File: src/rtl/ocdac_pkg.sv
// package for the octal dac serial command decoder: constants, codes, state types
// assumes a single 50 MHz ref_clk domain; bus pins and strobes arrive asynchronously
package ocdac_pkg;

  // ==========================================================================
  // sizes and codes
  localparam int unsigned CODE_W = 16;
  localparam int unsigned NUM_CH = 8;
  localparam logic [3:0] BYTE_BITS = 4'h8;
  localparam logic [2:0] LAST_DATA_BYTE = 3'h3;
  localparam logic [3:0] CMD_WRITE_IN = 4'h0;
  localparam logic [3:0] CMD_UPDATE = 4'h1;
  localparam logic [3:0] CMD_WRITE_UPD_ALL = 4'h2;
  localparam logic [3:0] CMD_WRITE_UPD = 4'h3;
  localparam logic [3:0] CMD_PD_CHAN = 4'h4;
  localparam logic [3:0] CMD_PD_CHIP = 4'h5;
  localparam logic [3:0] CMD_REF_INT = 4'h6;
  localparam logic [3:0] CMD_REF_EXT = 4'h7;
  localparam logic [3:0] CMD_NOP = 4'hF;
  localparam logic [3:0] SEL_ALL = 4'hF;
  localparam logic [6:0] GLOBAL_ADDR = 7'h73;
  localparam logic [2:0] ADDR_HI_BASE = 3'h1;
  localparam logic [CODE_W-1:0] ZERO_SCALE = 16'h0000;
  localparam logic [CODE_W-1:0] MID_SCALE = 16'h8000;
  localparam logic [1:0] INIT_WAIT = 2'h3;

  // ==========================================================================
  // types
  typedef enum logic [1:0] {OCDAC_PIN_LOW, OCDAC_PIN_FLOAT, OCDAC_PIN_HIGH} ocdac_pin_t;
  typedef enum logic [1:0] {RX_IDLE, RX_BITS, RX_ACK, RX_SKIP} ocdac_rx_st_t;

  typedef struct packed {
    logic [3:0] cmd;
    logic [3:0] sel;
    logic [CODE_W-1:0] code;
  } ocdac_word_t;

  typedef struct packed {
    logic scl_m, scl_s, scl_p;
    logic sda_m, sda_s, sda_p;
    ocdac_rx_st_t st;
    logic [3:0] bitcnt;
    logic [2:0] bytecnt;
    logic [7:0] shift;
    ocdac_word_t word;
    logic oe;
    logic done;
  } ocdac_rx_t;

  typedef struct packed {
    logic [1:0] init_cnt;
    logic strobe_m, strobe_s, strobe_p;
    logic strap_m, strap_s;
    logic [5:0] ca_m, ca_s;
    logic armed;
    logic ref_int;
    logic ref_up;
    logic [NUM_CH-1:0] pd;
    logic [NUM_CH-1:0][CODE_W-1:0] in_code;
    logic [NUM_CH-1:0][CODE_W-1:0] out_code;
  } ocdac_top_t;

  // ==========================================================================
  // decoders
  // channel select to one-hot mask, all ones for SEL_ALL; reserved selects hit nothing
  function automatic logic [NUM_CH-1:0] ocdac_chan_mask(input logic [3:0] sel);
    logic [NUM_CH-1:0] m;
    m = '0;
    if (sel == SEL_ALL) m = '1;
    else if (sel[3] == 1'b0) m[sel[2:0]] = 1'b1;
    return m;
  endfunction

  // three tri-level pins to slave address: index n gives {n/4+1, 00, n%4}
  function automatic logic [6:0] ocdac_addr(input logic [5:0] ca);
    logic [4:0] n;
    n = 5'(ca[5:4]) * 5'h09 + 5'(ca[3:2]) * 5'h03 + 5'(ca[1:0]);
    return {n[4:2] + ADDR_HI_BASE, 2'h0, n[1:0]};
  endfunction

endpackage

File: src/rtl/ocdac_rx.sv
// two-wire write-only receiver: start/stop detect, byte shift, ack, 24-bit word
// assumes scl and sda are raw pin levels; ref_clk far faster than the bus clock
`timescale 1ns/10ps
module ocdac_rx import ocdac_pkg::*; (
  input wire logic ref_clk,
  input wire logic rst_n,
  input wire logic scl_i,
  input wire logic sda_i,
  input wire logic [6:0] dev_addr,
  output logic sda_o,
  output logic sda_oe,
  output logic word_valid,
  output ocdac_word_t word
);

  // ==========================================================================
  // state
  ocdac_rx_t q_r, q_nxt;
  logic rise, fall, start, stop, hit;

  // edges use the second and third stage only; the first stage feeds nothing else
  assign rise = q_r.scl_s & ~q_r.scl_p;
  assign fall = ~q_r.scl_s & q_r.scl_p;
  assign start = q_r.scl_s & q_r.scl_p & q_r.sda_p & ~q_r.sda_s;
  assign stop = q_r.scl_s & q_r.scl_p & ~q_r.sda_p & q_r.sda_s;
  assign hit = (q_r.shift[7:1] == dev_addr) || (q_r.shift[7:1] == GLOBAL_ADDR);

  // ==========================================================================
  // receive sequence
  always_comb begin
    q_nxt = q_r;
    q_nxt.scl_m = scl_i;
    q_nxt.scl_s = q_r.scl_m;
    q_nxt.scl_p = q_r.scl_s;
    q_nxt.sda_m = sda_i;
    q_nxt.sda_s = q_r.sda_m;
    q_nxt.sda_p = q_r.sda_s;
    q_nxt.done = 1'b0;
    if (start) begin
      q_nxt.st = RX_BITS;
      q_nxt.bitcnt = '0;
      q_nxt.bytecnt = '0;
      q_nxt.oe = 1'b0;
    end else if (stop) begin
      q_nxt.st = RX_IDLE;
      q_nxt.oe = 1'b0;
    end else begin
      case (q_r.st)
        RX_BITS: begin
          if (rise && q_r.bitcnt < BYTE_BITS) begin
            q_nxt.shift = {q_r.shift[6:0], q_r.sda_s};
            q_nxt.bitcnt = q_r.bitcnt + 4'h1;
          end else if (fall && q_r.bitcnt == BYTE_BITS) begin
            if (q_r.bytecnt == 3'h0) begin
              // a read bit set means no answer at all
              if (hit && !q_r.shift[0]) begin
                q_nxt.st = RX_ACK;
                q_nxt.oe = 1'b1;
              end else begin
                q_nxt.st = RX_SKIP;
              end
            end else if (q_r.bytecnt <= LAST_DATA_BYTE) begin
              q_nxt.st = RX_ACK;
              q_nxt.oe = 1'b1;
              q_nxt.word = {q_r.word[15:0], q_r.shift};
            end else begin
              q_nxt.st = RX_SKIP;
            end
          end
        end
        RX_ACK: begin
          // ack slot ends at the falling edge of the ninth clock
          if (fall) begin
            q_nxt.oe = 1'b0;
            q_nxt.st = RX_BITS;
            q_nxt.bitcnt = '0;
            q_nxt.bytecnt = q_r.bytecnt + 3'h1;
            q_nxt.done = (q_r.bytecnt == LAST_DATA_BYTE);
          end
        end
        default: ;
      endcase
    end
  end

  // state register: constants only under reset
  always_ff @(posedge ref_clk or negedge rst_n) begin
    if (!rst_n) begin
      q_r <= '{st: RX_IDLE, scl_m: 1'b1, scl_s: 1'b1, scl_p: 1'b1,
               sda_m: 1'b1, sda_s: 1'b1, sda_p: 1'b1, default: '0};
    end else begin
      q_r <= q_nxt;
    end
  end

  assign sda_o = 1'b0; // open drain: only the enable ever changes
  assign sda_oe = q_r.oe;
  assign word_valid = q_r.done;
  assign word = q_r.word;
endmodule

File: src/rtl/ocdac_top.sv
// command decoder top: serial receiver, channel registers, power and reference state
// assumes address pins come pre-resolved; strobes and straps are asynchronous pins
`timescale 1ns/10ps
module ocdac_top import ocdac_pkg::*; #(
  parameter int unsigned RES = 16
) (
  input wire logic ref_clk,
  input wire logic rst_n,
  input wire logic scl_i,
  input wire logic sda_i,
  output logic sda_o,
  output logic sda_oe,
  input wire logic load_strobe_n,
  input wire logic reset_scale_select,
  input wire ocdac_pin_t addr_pin_0,
  input wire ocdac_pin_t addr_pin_1,
  input wire ocdac_pin_t addr_pin_2,
  output logic [NUM_CH-1:0][RES-1:0] dac_code,
  output logic [NUM_CH-1:0] chan_powered_down,
  output logic ref_internal,
  output logic ref_powered
);

  // ==========================================================================
  // elaboration check
  generate
    if (!(RES == 16 || RES == 12)) begin : g_bad_res
      $error("resolution must be 16 or 12");
    end
  endgenerate

  // low bits beyond the resolution are dropped so both variants share storage
  localparam logic [CODE_W-1:0] CODE_MASK = ~((CODE_W'(1) << (CODE_W - RES)) - CODE_W'(1));

  // ==========================================================================
  // receiver
  ocdac_top_t q_r, q_nxt;
  logic rx_valid;
  ocdac_word_t rx_word;
  logic [6:0] dev_addr;

  assign dev_addr = ocdac_addr(q_r.ca_s);

  ocdac_rx u_rx (
    .ref_clk(ref_clk),
    .rst_n(rst_n),
    .scl_i(scl_i),
    .sda_i(sda_i),
    .dev_addr(dev_addr),
    .sda_o(sda_o),
    .sda_oe(sda_oe),
    .word_valid(rx_valid),
    .word(rx_word)
  );

  // ==========================================================================
  // command execution
  logic [NUM_CH-1:0] mask;
  logic [CODE_W-1:0] code;
  logic strobe_low, strobe_fall, init_load;

  assign mask = ocdac_chan_mask(rx_word.sel);
  assign code = rx_word.code & CODE_MASK;
  assign strobe_low = ~q_r.strobe_s;
  assign strobe_fall = q_r.strobe_p & ~q_r.strobe_s;
  assign init_load = (q_r.init_cnt == 2'h1);

  always_comb begin
    q_nxt = q_r;
    // two-stage synchronisers for every pin input
    q_nxt.strobe_m = load_strobe_n;
    q_nxt.strobe_s = q_r.strobe_m;
    q_nxt.strobe_p = q_r.strobe_s;
    q_nxt.strap_m = reset_scale_select;
    q_nxt.strap_s = q_r.strap_m;
    q_nxt.ca_m = {addr_pin_2, addr_pin_1, addr_pin_0};
    q_nxt.ca_s = q_r.ca_m;
    if (q_r.init_cnt != 2'h0) begin
      q_nxt.init_cnt = q_r.init_cnt - 2'h1;
      // strap is caught once its synchroniser has settled
      if (init_load) begin
        for (int i = 0; i < NUM_CH; i++) begin
          q_nxt.out_code[i] = q_r.strap_s ? MID_SCALE : ZERO_SCALE;
          q_nxt.in_code[i] = q_r.strap_s ? MID_SCALE : ZERO_SCALE;
        end
      end
    end else begin
      if (rx_valid) begin
        q_nxt.armed = 1'b1;
        case (rx_word.cmd)
          CMD_WRITE_IN: begin
            for (int i = 0; i < NUM_CH; i++) begin
              if (mask[i]) q_nxt.in_code[i] = code;
            end
          end
          CMD_UPDATE: begin
            for (int i = 0; i < NUM_CH; i++) begin
              if (mask[i]) begin
                q_nxt.out_code[i] = q_r.in_code[i];
                q_nxt.pd[i] = 1'b0;
              end
            end
          end
          CMD_WRITE_UPD_ALL: begin
            for (int i = 0; i < NUM_CH; i++) begin
              q_nxt.in_code[i] = mask[i] ? code : q_r.in_code[i];
              q_nxt.out_code[i] = q_nxt.in_code[i];
            end
            q_nxt.pd = '0;
          end
          CMD_WRITE_UPD: begin
            for (int i = 0; i < NUM_CH; i++) begin
              if (mask[i]) begin
                q_nxt.in_code[i] = code;
                q_nxt.out_code[i] = code;
                q_nxt.pd[i] = 1'b0;
              end
            end
          end
          CMD_PD_CHAN: begin
            // only the power flags move; codes stay put
            if (!strobe_low) q_nxt.pd = q_r.pd | mask;
          end
          CMD_PD_CHIP: begin
            if (!strobe_low) begin
              q_nxt.pd = '1;
              q_nxt.ref_up = 1'b0;
            end
          end
          CMD_REF_INT: begin
            q_nxt.ref_int = 1'b1;
            q_nxt.ref_up = 1'b1;
          end
          CMD_REF_EXT: begin
            // selects the external reference and powers the internal one down; chip power-down also clears ref_up
            q_nxt.ref_int = 1'b0;
            q_nxt.ref_up = 1'b0;
          end
          CMD_NOP: ;
          default: ;
        endcase
      end
      // strobe edge after a complete write; applied after the command so nothing is lost
      if (strobe_fall && (q_r.armed || rx_valid)) begin
        q_nxt.out_code = q_nxt.in_code;
      end
    end
  end

  // state register: internal reference up and all channels up after reset
  always_ff @(posedge ref_clk or negedge rst_n) begin
    if (!rst_n) begin
      q_r <= '{init_cnt: INIT_WAIT, strobe_m: 1'b1, strobe_s: 1'b1, strobe_p: 1'b1,
               ref_int: 1'b1, ref_up: 1'b1, default: '0};
    end else begin
      q_r <= q_nxt;
    end
  end

  // ==========================================================================
  // outputs
  generate
    for (genvar g = 0; g < NUM_CH; g++) begin : g_out
      assign dac_code[g] = q_r.out_code[g][CODE_W-1 -: RES];
    end
  endgenerate
  assign chan_powered_down = q_r.pd;
  assign ref_internal = q_r.ref_int;
  assign ref_powered = q_r.ref_up;

  logic run;
  assign run = (q_r.init_cnt == 2'h0);
endmodule

File: config.mk
export PLATFORM = sky130hd
export DESIGN_NAME = ocdac_top
export DESIGN_NICKNAME = d
export VERILOG_FILES = /design/src/rtl/ocdac_pkg.sv /design/src/rtl/ocdac_rx.sv /design/src/rtl/ocdac_top.sv
export SDC_FILE = /design/constraint.sdc
export NUM_CORES = 1
export LEC_CHECK = 0
export BUFFER_PORTS_ARGS = -buffer_cell sky130_fd_sc_hd__buf_4
export CORE_MARGIN = 3
export CORE_UTILIZATION = 42
export CTS_CLUSTER_SIZE = 8
export DETAILED_ROUTE_END_ITERATION = 8
export PLACE_DENSITY = 0.58
export SLEW_MARGIN = 20
export SYNTH_ARGS = -nofsm -noshare
export SYNTH_HDL_FRONTEND = slang
export SYNTH_SLANG_ARGS = --single-unit
File: constraint.sdc
create_clock -name ref_clk -period 4.06 [get_ports ref_clk]
set_input_delay 0.203 -clock ref_clk [delete_from_list [all_inputs] [get_ports ref_clk]]
set_output_delay 0.203 -clock ref_clk [all_outputs]
set_load 0.005 [all_outputs]
==> impl_metrics.yaml <==
sta:
  tightest_slew_ns: 1.175
  tns_ns: 0
  hold_viol: 0
  setup_viol: 0
  max_freq_mhz: 266.2
  drv_slew: 0
  rsz0062_at_grt: "false"
  period_share_pct: 92.53
  clock-skew-final_ns: 0.01640
  slew_headroom_pct: 21.70
  fin_crit_ns: 3.757
synth:
  synth_cell_type_count: 83
  ys_warn_count: 0
  syn_nets: 1727
  async_flop_share_pct: 100.0
  syn_inst: 1698
  ys_seq_area_share_pct: 45.97
  ys.flop_type: "dfrtp_1"
  avgSynthCellArea_sq_um: 10.76
  synth_edf_count: 0
  synth_seq_cells: 335
  synth_area_sq_um: 18270
cells_and_area:
  final_cell_mix: "320 x dfrtp_1, 184 x buf_4, 141 x mux2i_1, 136 x o21ai_0, 120 x nand2_1"
  syn_to_final_growth_pct: 10.46
  drive_above_1_share_pct: 24.00
  layout_commonest_cell: "dfrtp_1"
  final_nets: 1682
  postLayoutCellArea_sq_um: 20180
  antenna_cells: 0
cts:
  clkLatencyLatePin_ns: 0.57
  cts_resized: 0
  htreeDepth: 2
  cts_tree: "yes"
  cts_sinks: 335
  root_buffer: "clkbuf_16"
  cts.path.max_buffers: 3
  cts_made_buffers: 47
  clk_pin_slew_ns: 0.05
critical_path:
  crit_top_cell: "fa_1"
  critPathBufInv: 1
  cp.required_ns: 4.53
  cp_top_family: "adder cells"
  end_kind: "register"
  r2r_start: "q_r[268]"
  worstSetupStartpoint: "q_r[268]"
  crit_path_start_kind: "register"
  cp_slowest_cell: "fa_1"
  cp_max_fo: 3
  crit_arrival_ns: 4.23
  timing.critical_path.cells: "fa_1 -> inv_1 -> fa_1 -> fa_1 -> xnor2_1 -> ha_1 -> xor3_1 -> or3_1 -> a2111oi_2 -> nor3_1 -> o32ai_1"
  crit_type: "reg -> reg"
  r2r_slack_ns: 0.30
  critPathMaxStageDelay_ns: 0.54
floorplanning:
  die_y_um: 214.6
  io_pins: 152
  die_x_um: 214.6
  core_sq_um: 42420
  initial_core_util_pct: 43.08
  rows: 75
  die-area_sq_um: 46040
detailed_routing:
  vias_per_cell: 5.936
  drc: 0
  vias: 13420
  firstDrtPassIters: 5
  wirelength_mm: 52.95
  ant_nets: 0
  avgRoutedWirePerCell_um: 23.43
  drtIter0Drc: 1067
global_route:
  grt_first_pass_wirelength_mm: 82.74
  grt_max_degree: 110
  groute.usage.overall_pct: 22.62
  grt_pass1_vias: 13520
  overflow: 0
  antenna_found_initial: 0
placed_design:
  hpwlAfterDp_mm: 31.25
  postPlaceCellArea_sq_um: 18730
  gp_congestion: 0.8412
  portBuffers: 150
power:
  p_leak_nw: 9.082
  p_per_area_nw_per_um2: 396.8
  ir_worst_vdd_mv: 0.2224
outcome:
  status: "finished, final reports clean"
hold_path:
  hold_class: "in -> reg"
  holdCritStartpoint: "sda_i"
flow_run:
  cap_violations: 0
-- synthesized netlist by cell type, types with 15 or more instances --
library cell    n  area, sq um
a221o_1        48        480.5
buf_2          23        115.1
a22o_1         78        683.2
inv_1          23        86.33
nand3_1        61        305.3
nor2_1         15        56.30
a21oi_1        24        120.1
o221ai_1       34        297.8
o21ai_1        23        115.1
mux2_2        109         1227
a22oi_1        16        120.1
o22ai_1        29        181.4
mux2i_1       141         1411
a211oi_1       46        345.3
buf_4         154         1156
clkbuf_1      100        375.4
nand2_1       121        454.2
o21ai_0       136        680.7
dfrtp_1       322         8058
-- logic make-up (layout without fill, tap and decap cells) --
| family | count (synthesis) | count (layout) | share of synthesized area (%) |
|---|---|---|---|
| mux | 256 | 256 | 14.81 |
| fa+ha+maj | 17 | 17 | 1.329 |
| flops | 335 | 335 | 45.97 |
| simple gates | 262 | 262 | 7.094 |
| xor+xnor | 15 | 15 | 0.8012 |
| buf+inv | 316 | 301 | 10.10 |
| compound gates | 496 | 496 | 19.87 |
| other cells | 1 | 1 | 0.02052 |
-- timing repair --
action / CTS / global route
hold buffers: 11 / 0
buffers inserted: 0 / 0
endpoints found under the hold margin: 104 / 0
-- power breakdown --
part / internal [mW] / total (mW) / switching, mW
Clock: 2.18 / 3.65 / 1.47
Combinational: 0.298 / 0.730 / 0.432
Sequential: 3.45 / 3.63 / 0.180
Total: 5.93 / 8.01 / 2.08
-- state kept, by name, summed over array words and instances, names as in the netlist --
| name | cells |
|---|---|
| chan_powered_down | 8 |
| dac_code | 128 |
| q_nxt | 9 |
| q_r | 139 |
| ref_internal | 1 |
| ref_powered | 1 |
| u_rx.q_nxt | 4 |
| u_rx.q_r | 19 |
| u_rx.sda_oe | 1 |
| u_rx.word | 24 |
| u_rx.word_valid | 1 |
-- per-stage QoR --
step	total power, mW	util (%)	setup WS (ns)	cells	hold WS, ns
4_1_cts	8.103	47.58	0.2699	2260	0.2477
5_1_grt	8.337	47.58	0.06870	2260	0.2663
3_3_place_gp	4.394	44.16	0.3565	2170	0.3120
2_1_floorplan	4.114	-	0.4802	1698	-0.09259
3_5_place_dp	4.408	44.17	0.2773	2170	0.3125
6_report	8.007	47.58	0.3032	2260	0.2862
-- routing by layer --
metal / vias to the layer above / part of all wire [%] / GRT usage, %
met5: - / 0 / 0
li1: 6070 / - / -
met1: 6873 / 44 / 30.99
met3: 70 / 6.6 / 4.818
met4: 0 / 2.2 / 6.742
met2: 402 / 47 / 36.25
-- layout make-up --
| type | count | area [sq um] |
|---|---|---|
| Fill cell | 3886 | 22230 |
| Sequential cell | 335 | 8402 |
| Multi-Input combinational cell | 1047 | 8070 |
| Timing Repair Buffer | 199 | 1567 |
| Clock buffer | 77 | 1310 |
| Tap cell | 577 | 721.9 |
| Inverter | 23 | 86.33 |
| Clock inverter | 2 | 25.02 |
-- worst reg2reg max path: cells and delay by family (launching register included) --
| family | cells | cell delay, ns |
|---|---|---|
| adder cells (fa/ha/maj) | 4 | 1.62 |
| AO/OA/AOI/OAI | 2 | 0.72 |
| XOR/XNOR | 2 | 0.47 |
| AND/OR/NAND/NOR | 2 | 0.42 |
| flip-flops | 1 | 0.40 |
| buffers and inverters | 1 | 0.05 |
-- path summary, 6_finish.rpt --
kind                                       end  depth (start not counted)
worst max register to register     u_rx.sda_oe                         11
max in group asynchronous         dac_code[27]                          3
worst max-delay path               u_rx.sda_oe                         11
min in group asynchronous        dac_code[123]                          2
worst min register to register        q_r[268]                          0
worst min-delay path            u_rx.q_nxt[44]                          2
Note: power is estimated with default switching activity, not from simulation.
